`src/rtl/ihs_pkg.sv`:
```
package ihs_pkg;
	// ----------------------------------------
	// Sequencer states
	// ----------------------------------------
	typedef enum logic [3:0] {
		ST_IDLE   = 4'h0,
		ST_START  = 4'h1,
		ST_RSTART = 4'h2,
		ST_TX     = 4'h3,
		ST_RX     = 4'h4,
		ST_ACK    = 4'h5,
		ST_STOP   = 4'h6
	} ihs_state_t;

	// ----------------------------------------
	// Counts, phase codes and reset values
	// ----------------------------------------
	localparam logic [3:0] BITS_PER_BYTE   = 4'h8;
	localparam logic [3:0] BITS_WITH_ACK   = 4'h9;
	localparam logic [7:0] BUF_RESET       = 8'h00;
	localparam logic [1:0] PHASE_LOW       = 2'h0;
	localparam logic [1:0] PHASE_HIGH      = 2'h1;
	localparam logic [1:0] PHASE_END       = 2'h2;
	localparam logic [1:0] PHASE_TAIL      = 2'h3;
	localparam logic [7:0] BAUD_RELOAD_RST = 8'h04;
endpackage : ihs_pkg

```
`src/rtl/ihs_link_if.sv`:
```
`timescale 1ns/1ps
// ----------------------------------------
// Pin levels crossing into the system domain
// ----------------------------------------
interface ihs_link_if;
	logic sda_level;
	logic scl_level;
	modport src (output sda_level, output scl_level);
	modport dst (input sda_level, input scl_level);
endinterface : ihs_link_if

```
`src/rtl/ihs_pin_sync.sv`:
```
`timescale 1ns/1ps
// ----------------------------------------
// Two-flop synchroniser of SDA and SCL
// ----------------------------------------
module ihs_pin_sync (
	input  wire logic      i_sys_clk,
	input  wire logic      i_rstn,
	input  wire logic      i_sda,
	input  wire logic      i_scl,
	ihs_link_if.src        link
);
	typedef struct packed {
		logic [1:0] sda;
		logic [1:0] scl;
	} ihs_sync_t;

	ihs_sync_t st_q;
	ihs_sync_t st_d;

	always_comb begin
		st_d     = st_q;
		st_d.sda = {st_q.sda[0], i_sda};
		st_d.scl = {st_q.scl[0], i_scl};
	end

	always_ff @(posedge i_sys_clk or negedge i_rstn) begin
		if (!i_rstn) begin
			st_q <= '1;
		end else begin
			st_q <= st_d;
		end
	end

	assign link.sda_level = st_q.sda[1];
	assign link.scl_level = st_q.scl[1];
endmodule : ihs_pin_sync

```
`src/rtl/ihs_host_seq.sv`:
```
`timescale 1ns/1ps
// Behaviour
// - Buffer write while shifting out sets write collision; buffer unchanged.
// - Ack status cleared on client ack low, set on high.
// - Buffer write when idle shifts eight bits MSB first, ninth samples ack.
// - Interrupt flag set after ninth clock of each transmitted byte.
// - Completed start sets interrupt flag; software clears before address.
// - Receive request accepted only when idle, ignored otherwise.
// - In reception each baud rollover toggles SCL; SDA shifted in.
// - After eighth fall: return to idle, load buffer, set full and interrupt, hold SCL.
// - Full flag set on receive load, cleared when software reads buffer.
// - Overflow set when byte completes while full still set.
// - Buffer write during reception sets write collision, discarded.
// - Ack sequence: SCL low, drive ack value, release, high period, low, idle.
// - Buffer write during ack sequence sets write collision, discarded.
// - Stop: SDA low, count, release SCL, release SDA one period later.
// - SDA rising with SCL high sets stop seen; two periods after SDA release interrupt.
// - Buffer write during stop sets write collision, discarded.
// - Reset returns to idle, releases both lines and aborts any transfer.
// - Start and stop seen cleared by reset or disable.
// - Bus stop detected after start seen, outside own stop state, raises interrupt flag.
// - Driven SDA compared with sampled SDA; mismatch sets bus collision.
// - Each baud period reloads from reload value; held while released SCL still low.
// - On collision halt, clear full, release lines, accept new write.
module ihs_host_seq #(
	parameter int BAUD_W = 8
) (
	input  wire logic              i_sys_clk,
	input  wire logic              i_rstn,
	input  wire logic              i_clk_en,
	input  wire logic              i_port_enable,
	input  wire logic [BAUD_W-1:0] i_baud_reload_value,
	input  wire logic              i_buf_wr,
	input  wire logic [7:0]        i_buf_wdata,
	input  wire logic              i_buf_rd,
	input  wire logic              i_start_request_bit,
	input  wire logic              i_repeated_start_request_bit,
	input  wire logic              i_receive_request_bit,
	input  wire logic              i_ack_sequence_request_bit,
	input  wire logic              i_stop_request_bit,
	input  wire logic              i_ack_value_bit,
	input  wire logic              i_clr_write_collision,
	input  wire logic              i_clr_overflow,
	input  wire logic              i_clr_interrupt,
	input  wire logic              i_clr_bus_collision,
	input  wire logic              i_sda,
	input  wire logic              i_scl,
	output logic                   o_sda_o,
	output logic                   o_sda_oe,
	output logic                   o_scl_o,
	output logic                   o_scl_oe,
	output logic [7:0]             o_transfer_buffer,
	output logic                   o_busy,
	output logic                   o_write_collision_flag,
	output logic                   o_ack_status_bit,
	output logic                   o_buffer_full_flag,
	output logic                   o_receive_overflow_flag,
	output logic                   o_port_interrupt_flag,
	output logic                   o_bus_collision_flag,
	output logic                   o_start_seen,
	output logic                   o_stop_seen
);
	initial begin
		if (BAUD_W < 2 || BAUD_W > 16) begin
			$error("BAUD_W out of range");
		end
	end

	// ----------------------------------------
	// Synchronised pins
	// ----------------------------------------
	ihs_link_if link ();

	ihs_pin_sync u_sync (
		.i_sys_clk (i_sys_clk),
		.i_rstn    (i_rstn),
		.i_sda     (i_sda),
		.i_scl     (i_scl),
		.link      (link)
	);

	// ----------------------------------------
	// State
	// ----------------------------------------
	typedef struct packed {
		ihs_pkg::ihs_state_t st;
		logic                busy;
		logic [BAUD_W-1:0]   brg;
		logic [3:0]          bitn;
		logic [1:0]          ph;
		logic [7:0]          shreg;
		logic [7:0]          tbuf;
		logic                sda_low;
		logic                scl_low;
		logic                write_collision_flag;
		logic                ack_status_bit;
		logic                bf;
		logic                ov;
		logic                irq;
		logic                bcol;
		logic                s_seen;
		logic                p_seen;
		logic                sda_prev;
		logic                scl_prev;
	} ihs_core_t;

	ihs_core_t cq;
	ihs_core_t cd;

	logic sda_in;
	logic scl_in;
	assign sda_in = link.sda_level;
	assign scl_in = link.scl_level;

	function automatic logic [BAUD_W-1:0] reload(input logic [BAUD_W-1:0] v);
		reload = v;
	endfunction : reload

	logic tick;
	logic run_ok;
	logic bcol_keep;

	always_comb begin
		cd       = cq;
		tick     = 1'b0;
		// Hold count while released SCL still low
		run_ok   = !(!cq.scl_low && !scl_in);
		cd.sda_prev = sda_in;
		cd.scl_prev = scl_in;
		if (cq.st != ihs_pkg::ST_IDLE && run_ok) begin
			if (cq.brg == '0) begin
				tick   = 1'b1;
				cd.brg = reload(i_baud_reload_value);
			end else begin
				cd.brg = cq.brg - 1'b1;
			end
		end
		if (i_clr_interrupt) cd.irq = 1'b0;
		// Bus start and stop monitor
		if (cq.scl_prev && scl_in && cq.sda_prev && !sda_in) begin
			cd.s_seen = 1'b1;
			cd.p_seen = 1'b0;
		end
		if (cq.scl_prev && scl_in && !cq.sda_prev && sda_in) begin
			cd.p_seen = 1'b1;
			cd.s_seen = 1'b0;
			if (cq.s_seen && cq.st != ihs_pkg::ST_STOP) begin
				cd.irq = 1'b1;
			end
		end
		// Software clears, set wins below
		if (i_clr_write_collision) cd.write_collision_flag = 1'b0;
		if (i_clr_overflow)        cd.ov   = 1'b0;
		if (i_clr_bus_collision)   cd.bcol = 1'b0;
		if (i_buf_rd && cq.st != ihs_pkg::ST_TX) begin
			cd.bf = 1'b0;
		end
		if (i_buf_wr && cq.st != ihs_pkg::ST_IDLE) begin
			cd.write_collision_flag = 1'b1;
		end
		// Only a collision of this cycle aborts
		bcol_keep = cd.bcol;
		cd.bcol   = 1'b0;
		unique case (cq.st)
			ihs_pkg::ST_IDLE: begin
				cd.ph  = ihs_pkg::PHASE_LOW;
				cd.brg = reload(i_baud_reload_value);
				if (i_buf_wr) begin
					cd.tbuf  = i_buf_wdata;
					cd.shreg = i_buf_wdata;
					cd.bf    = 1'b1;
					cd.bitn  = '0;
					cd.scl_low = 1'b1;
					cd.st    = ihs_pkg::ST_TX;
				end else if (i_start_request_bit) begin
					if (!sda_in || !scl_in) begin
						cd.bcol = 1'b1;
					end else begin
						cd.st = ihs_pkg::ST_START;
					end
				end else if (i_repeated_start_request_bit) begin
					cd.scl_low = 1'b1;
					cd.sda_low = 1'b0;
					cd.st      = ihs_pkg::ST_RSTART;
				end else if (i_receive_request_bit) begin
					cd.scl_low = 1'b1;
					cd.sda_low = 1'b0;
					cd.bitn    = '0;
					cd.st      = ihs_pkg::ST_RX;
				end else if (i_ack_sequence_request_bit) begin
					cd.scl_low = 1'b1;
					cd.sda_low = !i_ack_value_bit;
					cd.st      = ihs_pkg::ST_ACK;
				end else if (i_stop_request_bit) begin
					cd.sda_low = 1'b1;
					cd.st      = ihs_pkg::ST_STOP;
				end
			end
			ihs_pkg::ST_START: begin
				if (!scl_in && !cq.sda_low) begin
					cd.bcol = 1'b1;
				end else if (tick) begin
					if (!cq.sda_low) begin
						cd.sda_low = 1'b1;
					end else begin
						cd.scl_low = 1'b1;
						cd.irq     = 1'b1;
						cd.st      = ihs_pkg::ST_IDLE;
					end
				end
			end
			ihs_pkg::ST_RSTART: begin
				if (tick) begin
					unique case (cq.ph)
						ihs_pkg::PHASE_LOW: begin
							cd.scl_low = 1'b0;
							cd.ph      = ihs_pkg::PHASE_HIGH;
						end
						ihs_pkg::PHASE_HIGH: begin
							if (!sda_in) begin
								cd.bcol = 1'b1;
							end
							cd.sda_low = 1'b1;
							cd.ph      = ihs_pkg::PHASE_END;
						end
						default: begin
							cd.scl_low = 1'b1;
							cd.irq     = 1'b1;
							cd.st      = ihs_pkg::ST_IDLE;
						end
					endcase
				end
			end
			ihs_pkg::ST_TX: begin
				if (tick) begin
					if (cq.scl_low) begin
						cd.scl_low = 1'b0;
						cd.sda_low = (cq.bitn < ihs_pkg::BITS_PER_BYTE) ? !cq.shreg[7] : 1'b0;
					end else begin
						cd.scl_low = 1'b1;
						if (cq.bitn < ihs_pkg::BITS_PER_BYTE) begin
							if (!cq.sda_low && !sda_in) begin
								cd.bcol = 1'b1;
							end
							cd.shreg = {cq.shreg[6:0], 1'b0};
						end else begin
							cd.ack_status_bit = sda_in;
							cd.irq     = 1'b1;
							cd.st      = ihs_pkg::ST_IDLE;
						end
						if (cq.bitn == ihs_pkg::BITS_PER_BYTE - 4'h1) begin
							cd.bf = 1'b0;
						end
						cd.bitn = cq.bitn + 4'h1;
					end
				end
			end
			ihs_pkg::ST_RX: begin
				if (tick) begin
					cd.scl_low = !cq.scl_low;
					if (cq.scl_low) begin
						cd.shreg = {cq.shreg[6:0], sda_in};
					end else begin
						cd.bitn = cq.bitn + 4'h1;
						if (cq.bitn == ihs_pkg::BITS_PER_BYTE - 4'h1) begin
							if (cq.bf) begin
								cd.ov = 1'b1;
							end
							cd.tbuf = cq.shreg;
							cd.bf   = 1'b1;
							cd.irq  = 1'b1;
							cd.st   = ihs_pkg::ST_IDLE;
						end
					end
				end
			end
			ihs_pkg::ST_ACK: begin
				if (tick) begin
					if (cq.scl_low) begin
						cd.scl_low = 1'b0;
					end else begin
						if (!cq.sda_low && !sda_in) begin
							cd.bcol = 1'b1;
						end
						cd.scl_low = 1'b1;
						cd.irq     = 1'b1;
						cd.st      = ihs_pkg::ST_IDLE;
					end
				end
			end
			ihs_pkg::ST_STOP: begin
				if (tick) begin
					unique case (cq.ph)
						ihs_pkg::PHASE_LOW: begin
							cd.scl_low = 1'b0;
							cd.ph      = ihs_pkg::PHASE_HIGH;
						end
						ihs_pkg::PHASE_HIGH: begin
							cd.sda_low = 1'b0;
							cd.ph      = ihs_pkg::PHASE_END;
						end
						ihs_pkg::PHASE_END: begin
							if (!sda_in) begin
								cd.bcol = 1'b1;
							end
							cd.ph = ihs_pkg::PHASE_TAIL;
						end
						default: begin
							cd.irq = 1'b1;
							cd.st  = ihs_pkg::ST_IDLE;
						end
					endcase
				end
			end
			default: begin
				cd.st = ihs_pkg::ST_IDLE;
			end
		endcase
		// Collision abort
		if (cd.bcol) begin
			cd.st      = ihs_pkg::ST_IDLE;
			cd.bf      = 1'b0;
			cd.sda_low = 1'b0;
			cd.scl_low = 1'b0;
		end
		cd.bcol = cd.bcol | bcol_keep;
		// Disabled port
		if (!i_port_enable) begin
			cd.st      = ihs_pkg::ST_IDLE;
			cd.sda_low = 1'b0;
			cd.scl_low = 1'b0;
			cd.s_seen  = 1'b0;
			cd.p_seen  = 1'b0;
		end
		cd.busy = (cd.st != ihs_pkg::ST_IDLE);
	end

	always_ff @(posedge i_sys_clk or negedge i_rstn) begin
		if (!i_rstn) begin
			cq          <= '0;
			cq.st       <= ihs_pkg::ST_IDLE;
			cq.tbuf     <= ihs_pkg::BUF_RESET;
			cq.sda_prev <= 1'b1;
			cq.scl_prev <= 1'b1;
		end else if (i_clk_en) begin
			cq <= cd;
		end
	end

	// ----------------------------------------
	// Outputs
	// ----------------------------------------
	assign o_sda_o                 = 1'b0;
	assign o_sda_oe                = cq.sda_low;
	assign o_scl_o                 = 1'b0;
	assign o_scl_oe                = cq.scl_low;
	assign o_transfer_buffer       = cq.tbuf;
	assign o_busy                  = cq.busy;
	assign o_write_collision_flag  = cq.write_collision_flag;
	assign o_ack_status_bit        = cq.ack_status_bit;
	assign o_buffer_full_flag      = cq.bf;
	assign o_receive_overflow_flag = cq.ov;
	assign o_port_interrupt_flag   = cq.irq;
	assign o_bus_collision_flag    = cq.bcol;
	assign o_start_seen            = cq.s_seen;
	assign o_stop_seen             = cq.p_seen;
endmodule : ihs_host_seq

```
`config.mk`:
```
export PLATFORM = sky130hd
export DESIGN_NAME = ihs_host_seq
export DESIGN_NICKNAME = d
export VERILOG_FILES = /design/src/rtl/ihs_pkg.sv /design/src/rtl/ihs_link_if.sv /design/src/rtl/ihs_pin_sync.sv /design/src/rtl/ihs_host_seq.sv
export SDC_FILE = /design/constraint.sdc
export NUM_CORES = 1
export LEC_CHECK = 0
export BUFFER_PORTS_ARGS = -buffer_cell sky130_fd_sc_hd__clkbuf_2
export CAP_MARGIN = 10
export CORE_MARGIN = 2
export CORE_UTILIZATION = 45
export DETAILED_ROUTE_END_ITERATION = 7
export HOLD_SLACK_MARGIN = 0.15
export PLACE_DENSITY = 0.66
export SKIP_LAST_GASP = 1
export SLEW_MARGIN = 30
export SYNTH_ARGS = -nofsm -noshare
export SYNTH_HDL_FRONTEND = slang
export SYNTH_HIERARCHICAL = 1
export SYNTH_SLANG_ARGS = --single-unit
export TNS_END_PERCENT = 5
```
`constraint.sdc`:
```
create_clock -name i_sys_clk -period 2.3 [get_ports i_sys_clk]
set_input_delay 0.345 -clock i_sys_clk [delete_from_list [all_inputs] [get_ports i_sys_clk]]
set_output_delay 0.345 -clock i_sys_clk [all_outputs]
set_load 0.01 [all_outputs]
```
==> out/metrics.yaml <==
global_route:
  grt_pass1_wl_um: 15700
  grt_pass1_vias: 3138
  overflow: 0
  grt_max_degree: 28
  grt_util_all_layers: 0.228
  antenna_found_initial: 0
synth:
  synth_compound_area_frac: 0.243
  avgSynthCellArea_um2: 8.38
  synthTopCellsByArea: "dfrtp_1 32%, nand2_1 6.3%, dfstp_2 4.5%"
  synth_xor_area_frac: 0
  synth-seq-cells: 51
  synth_top_cell_by_area: "dfrtp_1"
  synth_top_family_by_area: "simple AND/OR/NAND/NOR gates"
  synth_top_area_frac: 0.319
  synth_simple_gate_area_frac: 0.256
  synthAdderAreaFrac: 0.0284
  syn-cell-area_um2: 3530
  synth.yosys.seq_area_share: 0.364
  ys.flop_type: "dfrtp_1"
  synthCells: 421
  synthMuxAreaShare: 0.0188
  ys_types: 78
  synth_most_common_cell: "nand2_1"
  yosys-top-cells-count: "59 x nand2_1, 45 x dfrtp_1, 37 x nor2_1"
  ys_warn_count: 6
  async_flop_share: 1.00
  synth-edff-count: 0
drt:
  vias: 3438
  postRouteWirelength_um: 9560
  drtAntennaViolNets: 0
  vias_per_cell: 5.92
  first_pass_iters: 5
  drt_first_iter_violations: 322
  post_drt_wl_per_cell_um: 16.5
  drc_errors: 0
clock_tree:
  clock_latency_ps: 320
  numCtsBuffers: 5
  root_buffer: "clkbuf_8"
  h-tree-depth: 2
  tritoncts: "built"
  cts_num_sinks: 51
  cts_buffer_depth: 2
  path_clk_slew_ps: 110
sta:
  relSlewSlack: 0.566
  fmax_ghz: 0.457
  hold_viol: 0
  period_share: 0.951
  tns_ps: 0
  min_period_ps: 2190
  worstMarginPinSlew_ps: 643
  setup-violations-final: 0
  drv_slew: 0
  rsz0062_at_grt: "yes"
  finalWorstSetupSlack_ps: 112
  finClkSkew_ps: 14.2
worst_hold_path:
  holdCritStartpoint: "i_buf_wdata[2]"
  hold_class: "in -> reg"
  worstHoldPathCells: 3
  whs_endpoint: "o_transfer_buffer[2]"
floorplan:
  ios: 55
  die_area_um2: 8570
  core_area_um2: 7650
  num_rows: 32
  start_util: 0.462
  die_y_um: 92.6
  die_w_um: 92.6
power_and_ir_drop:
  power_density_nw_per_um2: 1140
  p_leak_nw: 1.79
  peakVddDrop_mv: 0.648
cells_and_area:
  synthToLayoutAreaGrowth_pct: 16.5
  layout-drive-gt1-share: 0.263
  largest_register_ffs: 28
  max_flop_register: "cq"
  nNetsFinal: 520
  antenna_cells: 0
setup_path:
  start_kind: "flop"
  worst_r2r_path_depth: 7
  worstPathArrival_ps: 2390
  cp.required_ps: 2500
  timing.rr.end: "cq[44]"
  criticalPathCategory: "reg -> reg"
  r2r-start: "cq[46]"
  reg2reg_slack_ps: 110
  end_kind: "flop"
  crit_fanout: 21
placed_design:
  post-place-ws_ps: 103
  portBuffers: 52
  dp_hpwl_um: 7040
  gp_congestion: 0.988
run_status:
  status: "finished clean"
flow_run:
  cap_violations: 0
worst max path at each step:
stage	endpoint	start	slack, ps
6_report	cq[44]	cq[46]	110
5_1_grt	cq[28]	cq[37]	-90
4_1_cts	cq[28]	cq[37]	70
3_5_place_dp	cq[28]	cq[37]	100
3_3_place_gp	cq[28]	cq[37]	120
2_1_floorplan	o_transfer_buffer[6]	cq[34]	280
logic make-up (layout without fill, tap and decap cells):
kind of cell    after synthesis  in the layout
compound gates              126            126
other cells                   1              2
fa+ha+maj                     8              8
simple gates                169            169
mux                           6              6
flops                        51             51
buf+inv                      60            117
critical path, stage by stage, from the launching register on:
cell	delay, ps
dfrtp_1	430
buf_12	170
or4b_1	580
nor3_1	310
nor3b_1	140
o31a_1	220
nand4_1	120
o21ai_0	100
layout by cell type, fill, tap and decap left out, drive strengths merged, types with 6 or more instances in the layout:
| cell | netlist | routed |
|---|---|---|
| a21oi | 24 | 24 |
| a31oi | 20 | 20 |
| buf | 28 | 36 |
| clkbuf | 14 | 57 |
| dfrtp | 45 | 45 |
| dfstp | 6 | 6 |
| ha | 8 | 8 |
| inv | 18 | 20 |
| nand2 | 59 | 59 |
| nand2b | 6 | 6 |
| nand3 | 13 | 13 |
| nor2 | 38 | 38 |
| nor3 | 9 | 9 |
| nor3b | 6 | 6 |
| nor4 | 6 | 6 |
| o21ai | 32 | 32 |
metrics by stage:
step / area, µm² / power (W) / instances / util / hold WS, ps
2_1_floorplan: 3530 / 0.00335 / 422 / - / 49.4
3_3_place_gp: 3970 / 0.00404 / 570 / 0.519 / 346
3_5_place_dp: 3970 / 0.00409 / 570 / 0.519 / 351
4_1_cts: 4100 / 0.00468 / 581 / 0.536 / 254
5_1_grt: 4110 / 0.00509 / 581 / 0.538 / 263
6_report: 4110 / 0.00470 / 581 / 0.538 / 260
area by class of cell:
cell class,instances,area (µm²)
Inverter,18,67.6
Fill cell,724,3540
Timing Repair Buffer,91,586
Tap cell,102,128
Multi-Input combinational cell,311,1950
Sequential cell,51,1280
Clock buffer,5,68.8
Clock inverter,3,26.3
report_power, final:
part           switching [W]  internal [W]
Sequential          0.000282       0.00121
Clock               0.000344      0.000225
Combinational        0.00150       0.00114
Total                0.00212       0.00258
timing repair:
item / 4_1_cts / 5_1_grt
hold endpoints to repair: 24 / 0
hold buffers: 3 / 0
setup endpoints to repair: 0 / 12
buffers inserted: 0 / 0
gates resized for setup: 0 / 3
layer usage:
metal,GRT usage,share of wire,vias to the layer above
met5,0,0,-
met4,0.0597,0.018,0
li1,-,-,1638
met3,0.0456,0.076,21
met1,0.340,0.47,1619
met2,0.339,0.44,160
(Power assumes the default switching activity.)
